===== src/rtl/flash_ctrl_regs.vh =====
// flash_ctrl_regs.vh: register map, command codes and timing counts.
// parallel flash controller. assumes a 125 MHz system clock.
`ifndef FLASH_CTRL_REGS_VH
`define FLASH_CTRL_REGS_VH

// axi4-lite register byte offsets
`define REG_CTRL 6'h00
`define REG_ADDR 6'h04
`define REG_WDATA 6'h08
`define REG_STATUS 6'h0C
`define REG_RDATA 6'h10
`define REG_HVCTRL 6'h14

// ctrl fields
`define CTRL_GO_BIT 0
`define CTRL_OP_LSB 4
`define CTRL_OP_MSB 7
`define CTRL_RST_BIT 8
`define CTRL_BUSYWAIT_BIT 9

// operation codes
`define OP_READ 4'h0
`define OP_RESET1 4'h1
`define OP_RESET2 4'h2
`define OP_PROGRAM 4'h3
`define OP_CHIP_ERASE 4'h4
`define OP_SECTOR_ERASE 4'h5
`define OP_SECTOR_MORE 4'h6
`define OP_ID_ENTER 4'h7
`define OP_RAW_WRITE 4'h8

// status fields
`define STAT_BUSY_BIT 0
`define STAT_READY_BIT 1
`define STAT_BADOP_BIT 2

// hvctrl fields: requests for elevated voltage drivers on the board
`define HV_ID_BIT 0
`define HV_CS_BIT 1
`define HV_OE_BIT 2
`define HV_RST_BIT 3

// unlock and command bytes
`define UNLOCK_ADDR1 20'h0_0555
`define UNLOCK_ADDR2 20'h0_02AA
`define UNLOCK_DATA1 8'hAA
`define UNLOCK_DATA2 8'h55
`define CMD_RESET 8'hF0
`define CMD_PROGRAM 8'hA0
`define CMD_ERASE_SETUP 8'h80
`define CMD_CHIP_ERASE 8'h10
`define CMD_SECTOR_ERASE 8'h30
`define CMD_ID 8'h90

// reset values
`define CTRL_RESET 32'h0000_0000
`define HVCTRL_RESET 4'h0

// timing, in ns, and derived cycle counts at 8 ns
`define CLK_PERIOD_NS 8
`define IDLE_RESET_TIME_NS 500
`define RESET_RECOVERY_TIME_NS 50
`define READY_WAIT_TIME_NS 20000
`define ACCESS_TIME_NS 70
`define WRITE_PULSE_NS 40
`define IDLE_RESET_CYC ((`IDLE_RESET_TIME_NS + `CLK_PERIOD_NS - 1) / `CLK_PERIOD_NS)
`define RECOVERY_CYC ((`RESET_RECOVERY_TIME_NS + `CLK_PERIOD_NS - 1) / `CLK_PERIOD_NS)
`define READY_WAIT_CYC ((`READY_WAIT_TIME_NS + `CLK_PERIOD_NS - 1) / `CLK_PERIOD_NS)
`define ACCESS_CYC ((`ACCESS_TIME_NS + `CLK_PERIOD_NS - 1) / `CLK_PERIOD_NS)
`define WRITE_PULSE_CYC ((`WRITE_PULSE_NS + `CLK_PERIOD_NS - 1) / `CLK_PERIOD_NS)

`endif


===== src/rtl/flash_bus_cycle.v =====
// flash_bus_cycle.v: one read or write cycle on the flash pins.
// assumes the caller holds addr/data/kind steady while start is seen once.
`default_nettype none
`include "flash_ctrl_regs.vh"

module flash_bus_cycle #(
  parameter ACCESS_CYC = `ACCESS_CYC,
  parameter PULSE_CYC = `WRITE_PULSE_CYC
) (
  // clock and reset
  input wire clock_i,
  input wire reset_n_i,
  // request
  input wire start_i,
  input wire is_write_i,
  input wire [19:0] addr_i,
  input wire [7:0] wdata_i,
  output reg done_o,
  output reg [7:0] rdata_o,
  // pins
  output reg [19:0] addr_pin_o,
  output reg cs_n_o,
  output reg oe_n_o,
  output reg we_n_o,
  output reg [7:0] dq_out_o,
  output reg dq_oe_o,
  input wire [7:0] dq_in_i
);

  localparam S_IDLE = 4'b0001;
  localparam S_SETUP = 4'b0010;
  localparam S_STROBE = 4'b0100;
  localparam S_HOLD = 4'b1000;

  reg [3:0] state_ff;
  reg [7:0] cnt_ff;
  reg wr_ff;

  ////////////////////////////////////////////////////////////////////////////
  always @(posedge clock_i or negedge reset_n_i) begin
    if (!reset_n_i) begin
      state_ff <= S_IDLE;
      cnt_ff <= 8'h00;
      wr_ff <= 1'b0;
      done_o <= 1'b0;
      rdata_o <= 8'h00;
      addr_pin_o <= 20'h0_0000;
      cs_n_o <= 1'b1;
      oe_n_o <= 1'b1;
      we_n_o <= 1'b1;
      dq_out_o <= 8'h00;
      dq_oe_o <= 1'b0;
    end else begin
      done_o <= 1'b0;
      case (state_ff)
        S_IDLE: begin
          if (start_i) begin
            // address settles before any strobe falls
            addr_pin_o <= addr_i;
            wr_ff <= is_write_i;
            dq_out_o <= wdata_i;
            dq_oe_o <= is_write_i;
            state_ff <= S_SETUP;
          end
        end
        S_SETUP: begin
          cs_n_o <= 1'b0;
          oe_n_o <= wr_ff;
          we_n_o <= ~wr_ff;
          cnt_ff <= wr_ff ? PULSE_CYC[7:0] : ACCESS_CYC[7:0];
          state_ff <= S_STROBE;
        end
        S_STROBE: begin
          if (cnt_ff <= 8'h01) begin
            // we rises first, cs next cycle: data latched on the earlier edge
            we_n_o <= 1'b1;
            oe_n_o <= 1'b1;
            if (!wr_ff) begin
              rdata_o <= dq_in_i;
            end
            state_ff <= S_HOLD;
          end else begin
            cnt_ff <= cnt_ff - 8'h01;
          end
        end
        S_HOLD: begin
          cs_n_o <= 1'b1;
          dq_oe_o <= 1'b0;
          done_o <= 1'b1;
          state_ff <= S_IDLE;
        end
        default: begin
          state_ff <= S_IDLE;
        end
      endcase
    end
  end

endmodule // flash_bus_cycle
`default_nettype wire


===== src/rtl/flash_host_ctrl.v =====
// flash_host_ctrl.v: host-side controller for a byte-wide parallel flash, axi4-lite slave.
// assumes axi master keeps at most one read and one write outstanding.
//
// Operation
// - reset while busy: longer of ready wait, recovery.
// - reset while idle: pulse time, then recovery wait.
// - elevated voltage on id line and cs and/or oe.
// - protect every group before first unprotect.
// - program: two unlocks, command, data write.
// - erase: four unlocks, command, data writes.
// - id entry: two unlocks and command.
// - read/reset: command, or two unlocks and command.
// - address on later falling edge, data on earlier rising.
// - read: cs, oe low; write: cs, we low.
//
// The placing of the registers and register access over AXI4-Lite are this design's own decisions.
`default_nettype none
`include "flash_ctrl_regs.vh"

module flash_host_ctrl #(
  parameter READY_WAIT_CYC = `READY_WAIT_CYC
) (
  // clock and reset
  input wire clock_i,
  input wire reset_n_i,
  // axi4-lite write
  input wire [5:0] s_axi_awaddr,
  input wire s_axi_awvalid,
  output reg s_axi_awready,
  input wire [31:0] s_axi_wdata,
  input wire [3:0] s_axi_wstrb,
  input wire s_axi_wvalid,
  output reg s_axi_wready,
  output reg [1:0] s_axi_bresp,
  output reg s_axi_bvalid,
  input wire s_axi_bready,
  // axi4-lite read
  input wire [5:0] s_axi_araddr,
  input wire s_axi_arvalid,
  output reg s_axi_arready,
  output reg [31:0] s_axi_rdata,
  output reg [1:0] s_axi_rresp,
  output reg s_axi_rvalid,
  input wire s_axi_rready,
  // flash pins
  output wire [19:0] addr_pin_o,
  output wire cs_n_o,
  output wire oe_n_o,
  output wire we_n_o,
  output reg flash_reset_n_o,
  output wire [7:0] dq_out_o,
  output wire dq_oe_o,
  input wire [7:0] dq_in_i,
  input wire op_done_pin_n_i,
  // elevated voltage driver requests
  output reg elevated_id_voltage_o,
  output reg hv_cs_o,
  output reg hv_oe_o,
  output reg hv_reset_o
);

  localparam S_IDLE = 6'b000001;
  localparam S_RST = 6'b000010;
  localparam S_RECOV = 6'b000100;
  localparam S_SEQ = 6'b001000;
  localparam S_WAIT = 6'b010000;
  localparam S_DONE = 6'b100000;

  localparam [15:0] IDLE_RESET_C = `IDLE_RESET_CYC;
  localparam [15:0] RECOVERY_C = `RECOVERY_CYC;
  localparam [15:0] READY_C = READY_WAIT_CYC;

  reg [5:0] state_ff;
  reg [15:0] cnt_ff;
  reg [3:0] op_ff;
  reg busywait_ff;
  reg [19:0] addr_ff;
  reg [7:0] wdata_ff;
  reg [7:0] rdata_ff;
  reg [2:0] step_ff;
  reg cyc_start_ff;
  reg cyc_pend_ff;
  reg badop_ff;
  reg reset_was_busy_ff;
  reg [15:0] ready_cnt_ff;
  reg [3:0] hv_ff;

  wire cyc_done;
  wire [7:0] cyc_rdata;
  reg [2:0] steps_total;
  reg [19:0] step_addr;
  reg [7:0] step_data;
  reg step_is_write;

  ////////////////////////////////////////////////////////////////////////////
  // step index to write address/data
  always @* begin
    steps_total = 3'd1;
    step_addr = addr_ff;
    step_data = wdata_ff;
    step_is_write = 1'b1;
    case (op_ff)
      `OP_READ: begin
        step_is_write = 1'b0;
      end
      `OP_RESET1: begin
        step_data = `CMD_RESET;
      end
      `OP_RESET2, `OP_ID_ENTER, `OP_PROGRAM: begin
        steps_total = (op_ff == `OP_PROGRAM) ? 3'd4 : 3'd3;
        case (step_ff)
          3'd0: begin
            step_addr = `UNLOCK_ADDR1;
            step_data = `UNLOCK_DATA1;
          end
          3'd1: begin
            step_addr = `UNLOCK_ADDR2;
            step_data = `UNLOCK_DATA2;
          end
          3'd2: begin
            step_addr = `UNLOCK_ADDR1;
            step_data = (op_ff == `OP_RESET2) ? `CMD_RESET :
                        (op_ff == `OP_ID_ENTER) ? `CMD_ID : `CMD_PROGRAM;
          end
          default: begin
          end
        endcase
      end
      `OP_CHIP_ERASE, `OP_SECTOR_ERASE: begin
        steps_total = 3'd6;
        case (step_ff)
          3'd0, 3'd3: begin
            step_addr = `UNLOCK_ADDR1;
            step_data = `UNLOCK_DATA1;
          end
          3'd1, 3'd4: begin
            step_addr = `UNLOCK_ADDR2;
            step_data = `UNLOCK_DATA2;
          end
          3'd2: begin
            step_addr = `UNLOCK_ADDR1;
            step_data = `CMD_ERASE_SETUP;
          end
          default: begin
            if (op_ff == `OP_CHIP_ERASE) begin
              step_addr = `UNLOCK_ADDR1;
              step_data = `CMD_CHIP_ERASE;
            end else begin
              step_data = `CMD_SECTOR_ERASE;
            end
          end
        endcase
      end
      `OP_SECTOR_MORE: begin
        step_data = `CMD_SECTOR_ERASE;
      end
      default: begin
      end
    endcase
  end

  ////////////////////////////////////////////////////////////////////////////
  flash_bus_cycle u_cycle (
    .clock_i(clock_i),
    .reset_n_i(reset_n_i),
    .start_i(cyc_start_ff),
    .is_write_i(step_is_write),
    .addr_i(step_addr),
    .wdata_i(step_data),
    .done_o(cyc_done),
    .rdata_o(cyc_rdata),
    .addr_pin_o(addr_pin_o),
    .cs_n_o(cs_n_o),
    .oe_n_o(oe_n_o),
    .we_n_o(we_n_o),
    .dq_out_o(dq_out_o),
    .dq_oe_o(dq_oe_o),
    .dq_in_i(dq_in_i)
  );

  wire aw_take = s_axi_awvalid && s_axi_wvalid && !s_axi_bvalid && !s_axi_awready;
  wire busy = (state_ff != S_IDLE);
  wire go_wr = aw_take && (s_axi_awaddr == `REG_CTRL) && s_axi_wstrb[0] &&
               s_axi_wdata[`CTRL_GO_BIT] && !busy;
  wire rst_wr = aw_take && (s_axi_awaddr == `REG_CTRL) && s_axi_wstrb[1] &&
                s_axi_wdata[`CTRL_RST_BIT] && !busy;

  ////////////////////////////////////////////////////////////////////////////
  // axi slave and register file
  always @(posedge clock_i or negedge reset_n_i) begin
    if (!reset_n_i) begin
      s_axi_awready <= 1'b0;
      s_axi_wready <= 1'b0;
      s_axi_bvalid <= 1'b0;
      s_axi_bresp <= 2'b00;
      s_axi_arready <= 1'b0;
      s_axi_rvalid <= 1'b0;
      s_axi_rresp <= 2'b00;
      s_axi_rdata <= 32'h0000_0000;
      addr_ff <= 20'h0_0000;
      wdata_ff <= 8'h00;
      hv_ff <= `HVCTRL_RESET;
    end else begin
      s_axi_awready <= aw_take;
      s_axi_wready <= aw_take;
      if (aw_take) begin
        s_axi_bvalid <= 1'b1;
        s_axi_bresp <= 2'b00;
        case (s_axi_awaddr)
          `REG_CTRL: begin
          end
          `REG_ADDR: begin
            if (!busy) addr_ff <= s_axi_wdata[19:0];
          end
          `REG_WDATA: begin
            if (!busy && s_axi_wstrb[0]) wdata_ff <= s_axi_wdata[7:0];
          end
          `REG_HVCTRL: begin
            if (s_axi_wstrb[0]) hv_ff <= s_axi_wdata[3:0];
          end
          `REG_STATUS, `REG_RDATA: begin
          end
          default: begin
            s_axi_bresp <= 2'b10;
          end
        endcase
      end else if (s_axi_bvalid && s_axi_bready) begin
        s_axi_bvalid <= 1'b0;
      end
      s_axi_arready <= s_axi_arvalid && !s_axi_rvalid && !s_axi_arready;
      if (s_axi_arvalid && !s_axi_rvalid && !s_axi_arready) begin
        s_axi_rvalid <= 1'b1;
        s_axi_rresp <= 2'b00;
        case (s_axi_araddr)
          `REG_CTRL: s_axi_rdata <= {22'h0, busywait_ff, 1'b0, op_ff, 4'h0};
          `REG_ADDR: s_axi_rdata <= {12'h000, addr_ff};
          `REG_WDATA: s_axi_rdata <= {24'h00_0000, wdata_ff};
          `REG_STATUS: s_axi_rdata <= {29'h0, badop_ff, op_done_pin_n_i, busy};
          `REG_RDATA: s_axi_rdata <= {24'h00_0000, rdata_ff};
          `REG_HVCTRL: s_axi_rdata <= {28'h000_0000, hv_ff};
          default: begin
            s_axi_rdata <= 32'h0000_0000;
            s_axi_rresp <= 2'b10;
          end
        endcase
      end else if (s_axi_rvalid && s_axi_rready) begin
        s_axi_rvalid <= 1'b0;
      end
    end
  end

  ////////////////////////////////////////////////////////////////////////////
  // sequencer: one go runs one command sequence
  always @(posedge clock_i or negedge reset_n_i) begin
    if (!reset_n_i) begin
      state_ff <= S_IDLE;
      cnt_ff <= 16'h0000;
      op_ff <= `OP_READ;
      busywait_ff <= 1'b0;
      step_ff <= 3'd0;
      cyc_start_ff <= 1'b0;
      cyc_pend_ff <= 1'b0;
      badop_ff <= 1'b0;
      rdata_ff <= 8'h00;
      reset_was_busy_ff <= 1'b0;
      ready_cnt_ff <= 16'h0000;
      flash_reset_n_o <= 1'b1;
      elevated_id_voltage_o <= 1'b0;
      hv_cs_o <= 1'b0;
      hv_oe_o <= 1'b0;
      hv_reset_o <= 1'b0;
    end else begin
      cyc_start_ff <= 1'b0;
      elevated_id_voltage_o <= hv_ff[`HV_ID_BIT];
      hv_cs_o <= hv_ff[`HV_CS_BIT];
      hv_oe_o <= hv_ff[`HV_OE_BIT];
      hv_reset_o <= hv_ff[`HV_RST_BIT];
      case (state_ff)
        S_IDLE: begin
          if (rst_wr) begin
            reset_was_busy_ff <= ~op_done_pin_n_i;
            flash_reset_n_o <= 1'b0;
            cnt_ff <= IDLE_RESET_C;
            ready_cnt_ff <= READY_C;
            state_ff <= S_RST;
          end else if (go_wr) begin
            op_ff <= s_axi_wdata[`CTRL_OP_MSB:`CTRL_OP_LSB];
            busywait_ff <= s_axi_wdata[`CTRL_BUSYWAIT_BIT];
            badop_ff <= (s_axi_wdata[`CTRL_OP_MSB:`CTRL_OP_LSB] > `OP_RAW_WRITE);
            step_ff <= 3'd0;
            cyc_pend_ff <= 1'b0;
            state_ff <= (s_axi_wdata[`CTRL_OP_MSB:`CTRL_OP_LSB] > `OP_RAW_WRITE) ?
                        S_IDLE : S_SEQ;
          end
        end
        S_RST: begin
          if (ready_cnt_ff != 16'h0000) ready_cnt_ff <= ready_cnt_ff - 16'h0001;
          if (cnt_ff <= 16'h0001) begin
            flash_reset_n_o <= 1'b1;
            cnt_ff <= RECOVERY_C;
            state_ff <= S_RECOV;
          end else begin
            cnt_ff <= cnt_ff - 16'h0001;
          end
        end
        S_RECOV: begin
          if (ready_cnt_ff != 16'h0000) ready_cnt_ff <= ready_cnt_ff - 16'h0001;
          if (cnt_ff > 16'h0001) begin
            cnt_ff <= cnt_ff - 16'h0001;
          end else if (!reset_was_busy_ff || ready_cnt_ff <= 16'h0001) begin
            state_ff <= S_DONE;
          end
        end
        S_SEQ: begin
          if (!cyc_pend_ff) begin
            cyc_start_ff <= 1'b1;
            cyc_pend_ff <= 1'b1;
          end else if (cyc_done) begin
            cyc_pend_ff <= 1'b0;
            if (op_ff == `OP_READ) rdata_ff <= cyc_rdata;
            if (step_ff + 3'd1 >= steps_total) begin
              state_ff <= busywait_ff ? S_WAIT : S_DONE;
            end else begin
              step_ff <= step_ff + 3'd1;
            end
          end
        end
        S_WAIT: begin
          // done as soon as the busy pin reads high; a pin that lags the last write is not waited for
          if (op_done_pin_n_i) state_ff <= S_DONE;
        end
        S_DONE: begin
          state_ff <= S_IDLE;
        end
        default: begin
          state_ff <= S_IDLE;
        end
      endcase
    end
  end

endmodule // flash_host_ctrl
`default_nettype wire


===== config.mk =====
export PLATFORM = sky130hd
export DESIGN_NAME = flash_host_ctrl
export DESIGN_NICKNAME = d
export VERILOG_FILES = /design/src/rtl/flash_bus_cycle.v /design/src/rtl/flash_host_ctrl.v
export VERILOG_INCLUDE_DIRS = /design/src /design/src/rtl
export SDC_FILE = /design/constraint.sdc
export NUM_CORES = 1
export LEC_CHECK = 0
export CAP_MARGIN = 20
export CORE_MARGIN = 1
export CORE_UTILIZATION = 58
export CTS_CLUSTER_SIZE = 25
export DETAILED_ROUTE_END_ITERATION = 10
export DONT_BUFFER_PORTS = 1
export GPL_TIMING_DRIVEN = 0
export PLACE_DENSITY_LB_ADDON = 0.25
export SETUP_SLACK_MARGIN = 0.02
export SLEW_MARGIN = 0
export SYNTH_ARGS = -nofsm -noshare
export SYNTH_HDL_FRONTEND = slang
export SYNTH_HIERARCHICAL = 1
export SYNTH_SLANG_ARGS = --single-unit

===== constraint.sdc =====
create_clock -name clock_i -period 2.35 [get_ports clock_i]
set_input_delay 0.3525 -clock clock_i [delete_from_list [all_inputs] [get_ports clock_i]]
set_output_delay 0.3525 -clock clock_i [all_outputs]
set_load 0.005 [all_outputs]

* Word level (Yosys, flattened, before mapping)
Index checks and enable logic that the tools add are counted.
** Storage, ports and cells
- Register bits after elaboration :: 189
- Input bits :: 64
- Word-level logic and storage cells :: 230
- Output and inout port bits :: 78
** Operators by class
- $add $sub $neg :: 4
- Reductions and logical operators :: 63
- Bitwise logic cells :: 4
- Equal/unequal tests :: 48
- Mux-type cells :: 68
- Order comparisons :: 6
** Operator list (count)
- $pmux 20 s2 :: 3
- $pmux 20 s6 :: 1
- $mux 16 :: 5
- $mux 6 :: 12
- $pmux 16 s3 :: 1
- $pmux 8 s3 :: 2
- $le 16x1->1 const B :: 2
- $pmux 16 s2 :: 1
- $pmux 8 s4 :: 1
- $sub 16x1->16 const B :: 2
- $eq 6x4->1 const B :: 5
- $eq 6x5->1 const B :: 5
- $pmux 6 s5 :: 1
- $reduce_and 3->1 :: 9
- $ne 2x2->1 const B :: 13
- $eq 4x3->1 const B :: 5
- $mux 20 :: 1
- $eq 6x3->1 const B :: 3
- $mux 3 :: 6
- $gt 16x1->1 const B :: 1
- $mux 1 :: 16
- $mux 4 :: 4
- $pmux 8 s2 :: 1
- $reduce_bool 16->1 :: 1
- 38 further kinds :: 92

* Longest topological paths before layout
Gate-level depths: netlist of the first run.
- Word-level depth :: 10
- Gate-level depth with buffers :: 10
- Mapped depth without buffers :: 9

* Modules after synthesis
The synthesis of the first run kept the hierarchy.
** Modules (own cells, without submodules)
- flash_host_ctrl :: cells an instance 701, sequential area each 3030.4 um^2, area each 6774.0 um^2, instances 1
- flash_bus_cycle :: cells an instance 218, sequential area each 1356.3 um^2, area each 2252.2 um^2, instances 1

* Worst setup path after synthesis of the first run
OpenSTA, ideal clock, no wires.
- Path kind :: flip-flop to flip-flop
- From :: register op_ff[1]
- To :: register state_ff[4] (netlist name)
- Data arrival time :: 2.053 ns
- Required time :: 2.223 ns
- Library setup time :: 0.127 ns
- Cell stages (with the launch flop) :: 11
- Clock period less this slack :: 2.180 ns
- Buffers on the path :: 1
- Path slack :: 0.170 ns
- Cells stage by stage :: dfrtp_1 -> clkbuf_1 -> nand2_1 -> o21ai_0 -> nand2b_1 -> ha_1 -> nand2b_1 -> a21o_1 -> a21oi_1 -> nor4b_1 -> or2_2
** RTL lines
- start, declared :: line flash_host_ctrl.v:75 : reg [3:0] op_ff;
- start signal, assigned :: line flash_host_ctrl.v:258 : op_ff <= `OP_READ;
- start signal, assigned :: line flash_host_ctrl.v:287 : op_ff <= s_axi_wdata[`CTRL_OP_MSB:`CTRL_OP_LSB];

==> results.cfg, run 1 <==
[global_route]
gr-total-overflow = 0
antenna_found_initial = 1
grt_pass1_wl_mm = 35.0
grt_max_degree = 176
grt_usage_pct = 27.7
grt_pass1_vias = 6838

[logic_synthesis]
postSynth.topFlopCell = dfrtp_1
yosys_warnings = 6
ys_ff_latch = 175
synth-seq-area-share_pct = 48.6
postSynthAreaPerCell_sq_um = 9.82
synth-async-reset-ratio_pct = 100
synth_area_sq_um = 9030
synth_cells = 919
synth.distinct_cells = 84
synth_edf_count = 0

[sta]
period_minus_slack_ns = 2.27
fin_skew_ns = 0.0107
finalSetupViolCount = 0
fin_hold_ws_ns = -0.380
finalWorstSetupSlack_ns = 0.0828
hold_violations = 174
finalMaxSlewViolations = 0
rsz0062_at_grt = true
worst_pin_slew_ns = 1.07
fmax_ghz = 0.441
slew_headroom_pct = 27.9
fin_crit_sh_pct = 96.5

[drt]
drt_iter0_drc = 493
drt.antenna.violating_nets = 0
viasPerCell = 6.06
drc = 0
wl_per_cell_um = 18.5
dr.pass1.iters = 5
vias = 7011
routed_wl_mm = 21.4

[clock_tree]
cts_buffers = 17
clockBufferDepth = 2
clockRootBuffer = clkbuf_16
path_clk_slew_ns = 0.07
clk_latency_ns = 0.43
htreeDepth = 4
cts_sinks = 175
cts.hold.buffers_added = 1
cts_tree = done

[worst_setup_path]
crit_arrival_ns = 2.58
path_class = flip-flop to flip-flop
crit_required_ns = 2.66
startpoint_type = flip-flop
cp-end-kind = flip-flop
cp_max_fo = 8

[placement]
portBuffers = 0
gp_congestion = 0.869
dp.cells = 1121
dp_hpwl_mm = 15.0
dp_slack_ns = -0.152

[status]
violations = negative hold slack
status = finished, violations left

[worst_hold_path]
hold_path_class = input port to async pin

[final_layout]
fin_nets = 1033
fin_util_pct = 67.0
diodes = 0
drive_above_1_share_pct = 17.3
syn_to_final_growth_pct = 12.8
finalNonFillerCells = 1156

[die]
io-pin-count = 142
die_area_sq_um = 16100
initial_core_util_pct = 59.4
die_y_um = 127
core_area_sq_um = 15200
die_x_um = 127
fp-row-count = 45

[power_and_ir_drop]
vdd_drop_max_mv = 0.489
power_per_cell_area_nw_per_um2 = 627
leakage_nw = 4.91
finalPower_w = 0.00638

[flow_run]
maxCapViolations = 0
## power by group
group / switching, W / total [W] / internal (W)
clock network: 0.00132 / 0.00294 / 0.00163
logic: 0.000164 / 0.000298 / 0.000134
registers: 0.0000697 / 0.00314 / 0.00307
## stage by stage
stage / cell area [sq um] / hold slack (ns) / setup TNS, ns
2_1_floorplan: 9070 / 0.0569 / 0
3_3_place_gp: 9310 / 0.0675 / -0.559
3_5_place_dp: 9320 / 0.0673 / -0.991
4_1_cts: 9970 / -0.397 / 0
5_1_grt: 10200 / -0.399 / -0.0445
6_report: 10200 / -0.380 / 0
## final timing paths
kind                         startpoint                 to  slack, ns  cells after the start
setup / recovery            state_ff[4]        wdata_ff[1]       0.08                      7
hold / removal                reset_n_i  u_cycle/cnt_ff[7]      -0.38                      0
setup reg to reg            state_ff[4]        wdata_ff[1]       0.08                      7
hold reg to reg                hv_ff[3]         hv_reset_o       0.42                      0
max in group asynchronous     reset_n_i    flash_reset_n_o       2.31                      0
min in group clock_i       s_axi_bready       s_axi_bvalid       0.02                      1
## cell families (layout without fill, tap and decap cells)
kind of cell,after synthesis,after routing,synth area share [%]
AND/OR/NAND/NOR,397,397,22.8
AO/OA/AOI/OAI,186,186,14.2
other,1,14,0.0415
buffers and inverters,77,113,4.20
multiplexers,59,59,7.24
XOR/XNOR,9,9,0.873
adder cells (fa/ha/maj),15,15,2.05
flip-flops,175,175,48.6
## sequential cells by signal, summed over array words and instances (netlist names), 3 cells and up
register / flops
addr_ff: 20
cnt_ff: 16
hv_ff: 4
op_ff: 4
rdata_ff: 8
ready_cnt_ff: 16
s_axi_rdata: 20
state_ff: 6
step_ff: 3
u_cycle/addr_pin_o: 20
u_cycle/cnt_ff: 8
u_cycle/dq_out_o: 8
u_cycle/rdata_o: 8
u_cycle/state_ff: 4
wdata_ff: 8
## critical path, cell delays in order (launching register included)
cell and delay (ns):
dfrtp_1 0.37, buf_4 0.18, nor4_4 0.36, nand4_1 0.23, buf_4 0.21, nor4_4 0.25
buf_4 0.22, mux2_1 0.34
## area by class of cell
class / count / area (sq um)
plain buffers: 50 / 315
clock buffers: 17 / 425
clock inverters: 15 / 194
fillers: 1175 / 5020
inverters: 23 / 86.3
multi-input cells: 680 / 4470
flip-flops and latches: 175 / 4390
well taps: 188 / 235
repair buffers: 8 / 65.1
## repair_timing
action	in CTS	in global routing
resized for setup	11	50
endpoints found under the hold margin	176	175
cloned	0	0
pin swaps	0	10
setup buffers	0	6
setup endpoints to repair	29	82
## Yosys cell counts, types with 5 or more instances
cell / instances / area (sq um)
or4_1: 15 / 113
mux2i_1: 9 / 90.1
dfstp_2: 6 / 158
nand2b_1: 17 / 106
nor2_1: 54 / 203
nor4_1: 9 / 56.3
dfrtp_1: 169 / 4230
a31oi_1: 6 / 37.5
ha_1: 14 / 175
o211ai_1: 6 / 45.0
a22o_1: 7 / 61.3
nand3_1: 28 / 140
mux2_2: 34 / 383
o21ai_1: 8 / 40.0
mux2_1: 16 / 180
a221oi_1: 6 / 52.6
and2_1: 18 / 113
a21o_1: 12 / 90.1
clkbuf_1: 22 / 82.6
nor4b_1: 5 / 43.8
a2bb2oi_1: 6 / 52.6
or3_1: 11 / 68.8
buf_2: 12 / 60.1
o21a_1: 7 / 52.6
a21oi_1: 38 / 190
nor2b_1: 5 / 31.3
nand2_1: 176 / 661
o21ai_0: 32 / 160
o31ai_1: 14 / 105
buf_4: 16 / 120
inv_1: 21 / 78.8
nor3_1: 12 / 60.1
and3_1: 7 / 43.8
xnor2_1: 6 / 52.6
## cell usage in the layout (no fill, tap or decap), drive strengths merged, types with 16 or more instances in the layout
cell type / Yosys / final
buf: 32 / 38
mux2: 50 / 50
nand2b: 17 / 17
nand3: 29 / 29
or4: 17 / 17
nor2: 54 / 54
clkbuf: 22 / 35
a21oi: 39 / 39
nor4: 16 / 16
o21ai: 40 / 40
and2: 18 / 18
dfrtp: 169 / 169
inv: 22 / 30
nand2: 176 / 176
## layer usage
layer  global-route usage, %  share of wire (%)  vias up
met1                    38.7                 46     3402
li1                        -                  -     3345
met3                    6.92                6.4       27
met4                    8.12                1.5        0
met2                    43.1                 46      237
met5                       0                  0        -
(Power assumes the default switching activity.)
==> inputs of run 2 (changes only) <==
--- a/config.mk
+++ b/config.mk
@@ -8,7 +8,7 @@
 export LEC_CHECK = 0
 export CAP_MARGIN = 20
 export CORE_MARGIN = 1
-export CORE_UTILIZATION = 58
+export CORE_UTILIZATION = 69
 export CTS_CLUSTER_SIZE = 25
 export DETAILED_ROUTE_END_ITERATION = 10
 export DONT_BUFFER_PORTS = 1
@@ -18,5 +18,4 @@
 export SLEW_MARGIN = 0
 export SYNTH_ARGS = -nofsm -noshare
 export SYNTH_HDL_FRONTEND = slang
-export SYNTH_HIERARCHICAL = 1
 export SYNTH_SLANG_ARGS = --single-unit
==> constraint.sdc (replaced) <==
create_clock -name clock_i -period 2.8 [get_ports clock_i]
set_input_delay 0.42 -clock clock_i [delete_from_list [all_inputs] [get_ports clock_i]]
set_output_delay 0.42 -clock clock_i [all_outputs]
set_load 0.005 [all_outputs]
==> results.cfg, run 2 <==
[sta]
finalMaxSlewViolations = 0
worst_pin_slew_ns = 0.828
fin_crit_sh_pct = 95.1
fmax_ghz = 0.376
fin_hold_ws_ns = -0.318
period_minus_slack_ns = 2.66
slew_headroom_pct = 44.6
fin_skew_ns = 0.00867
finalSetupViolCount = 0
hold_violations = 175
rsz0062_at_grt = false

[logic_synthesis]
synth.cells.most_frequent = 169 x dfrtp_1, 95 x nand2_1, 81 x nor2_1
synth_top_area_cell = dfrtp_1
synth.distinct_cells = 63
synth.area.top_cells = dfrtp_1 50%, mux2_2 7.2%, nand2_1 4.2%
synth_cells = 822
yosysMostFrequentCell = dfrtp_1
synth_edf_count = 0
synth-seq-area-share_pct = 52.0
postSynthAreaPerCell_sq_um = 10.3
ys_ff_latch = 175
synth_area_sq_um = 8440
synth_top_area_share_pct = 50.1
synth-async-reset-ratio_pct = 100
postSynth.topFlopCell = dfrtp_1
yosys_warnings = 0

[status]
violations = negative hold slack
status = finished, violations left

[power_and_ir_drop]
vdd_drop_max_mv = 0.385
finalPower_w = 0.00526
power_per_cell_area_nw_per_um2 = 564
leakage_nw = 4.32

[worst_setup_path]
startpoint_type = flip-flop
rrSetupSlack_ns = 0.14
slowest_stage = o31ai_1
slowest_delay_ns = 0.63
cp-endpoint = u_cycle.addr_pin_o[1]
path_class = flip-flop to flip-flop
cp_cell_sequence = ha_1 > nor2b_1 > a21oi_1 > and3b_1 > o31ai_1 > o221a_2
cp_max_fo = 11
reg2reg_to = u_cycle.addr_pin_o[1]
timing.rr.start = step_ff[0]
crit_start = step_ff[0]
crit_arrival_ns = 3.03
cp-end-kind = flip-flop
r2r_cells = 6
crit_required_ns = 3.17

[drt]
drt.antenna.violating_nets = 0
viasPerCell = 6.33
routed_wl_mm = 20.0
wl_per_cell_um = 19.7
vias = 6437
drc = 0
drt_iter0_drc = 504
dr.pass1.iters = 5

[global_route]
grt_pass1_wl_mm = 32.1
grt_pass1_vias = 6365
grt_usage_pct = 33.0
grt_max_degree = 176
gr-total-overflow = 0
antenna_found_initial = 0

[die]
fp-row-count = 40
initial_core_util_pct = 70.5
die_y_um = 113
io-pin-count = 142
die_x_um = 113
die_area_sq_um = 12700
core_area_sq_um = 12000

[placement]
portBuffers = 0
dp_hpwl_mm = 14.0
gp_congestion = 0.871
postPlaceCellArea_sq_um = 8670

[final_layout]
drive_above_1_share_pct = 15.5
design_area_sq_um = 9330
syn_to_final_growth_pct = 10.5
largestRegisters = addr_ff: 20 flops, s_axi_rdata: 20 flops, u_cycle.addr_pin_o: 20 flops
diodes = 0
final_common_cell = dfrtp_1
fin_nets = 935
final_cell_mix = 169 x dfrtp_1, 95 x nand2_1, 80 x nor2_1
fillers = 779

[clock_tree]
cts_sinks = 175
path_clk_slew_ns = 0.06
post_cts_buffers = 0
clockRootBuffer = clkbuf_16
cts_buffers = 17
clockBufferDepth = 2
cts_tree = done
htreeDepth = 4
clk_latency_ns = 0.44

[worst_hold_path]
hold_path_class = input port to async pin

[flow_run]
maxCapViolations = 0
[run 2: changes by cell type after synthesis, moves of 7 or more]
cell / change
mux2_2: +20
xnor2_1: +20
buf_2: -8
nor2_1: +27
nor3_1: +15
o31ai_1: -9
or4_1: -8
a21oi_1: -19
o21ai_0: +21
nand2_1: -81
nor4_1: +10
mux2_1: -14
and2_1: -18
a21o_1: -7
[run 2: what timing repair did]
action | in CTS | in global routing
endpoints found under the setup margin | 9 | 36
endpoints found under the hold margin | 175 | 175
resized for setup | 1 | 9
[run 2: per-layer routing]
layer / vias up / track usage, % / part of all wire [%]
li1: 2950 / - / -
met1: 3192 / 43.0 / 42
met2: 242 / 51.7 / 48
met3: 53 / 8.64 / 6.6
met4: 0 / 16.4 / 3.6
met5: - / 0 / 0
[run 2: report_power, final]
group          switching [W]  total (W)  internal (W)
logic               0.000111   0.000197     0.0000860
clock network        0.00104    0.00243       0.00139
registers          0.0000528    0.00263       0.00258
[run 2: worst max-delay path: cells and delay by family (launching register included)]
family | cells | cell delay [ns]
and+or+nand+nor | 2 | 0.54
adders and majority gates | 1 | 0.34
DFF | 1 | 0.61
AOI/OAI and AO/OA | 3 | 1.10
[run 2: metrics by stage]
step           hold WS, ns  setup WS [ns]  utilization (%)  cells  TNS, ns
2_1_floorplan        0.124          0.465                -    835        0
3_3_place_gp         0.128         -0.111             72.5    982   -0.945
3_5_place_dp         0.128        -0.0957             72.5    983   -0.757
4_1_cts             -0.331         0.0825             77.6   1015        0
5_1_grt             -0.331         0.0380             78.0   1017        0
6_report            -0.318          0.137             78.0   1017        0
[run 2: cells by family (layout without fill, tap and decap cells)]
| group | after synthesis | after routing | share of synthesized area [%] |
|---|---|---|---|
| compound gates | 146 | 146 | 11.3 |
| buf+inv | 66 | 101 | 3.66 |
| fa+ha+maj | 14 | 14 | 2.08 |
| mux | 68 | 68 | 8.90 |
| other cells | 1 | 14 | 0.0445 |
| simple gates | 321 | 321 | 18.7 |
| flops | 175 | 175 | 52.0 |
| xor+xnor | 31 | 31 | 3.22 |
[run 2: final cells by class]
cell class                 instances  area (sq um)  share of cell area, %
sequential                       175          4390                   47.0
multi-input combinational        594          3820                   41.0
clock buffer                      20           457                   4.90
buffer                            47           240                   2.58
tap                              147           184                   1.97
clock inverter                    12           149                   1.60
inverter                          19          71.3                  0.765
timing repair buffer               3          17.5                  0.188
[run 2: worst min path at each step]
stage,start,end,slack [ns],depth (start not counted)
floorplan,reset_n_i,addr_ff[0],0.12,0
global placement,reset_n_i,u_cycle.addr_pin_o[3],0.13,0
detailed placement,reset_n_i,u_cycle.dq_out_o[6],0.13,0
CTS,reset_n_i,u_cycle.rdata_o[7],-0.33,0
global route,reset_n_i,step_ff[0],-0.33,0
finish,reset_n_i,u_cycle.dq_out_o[6],-0.32,0
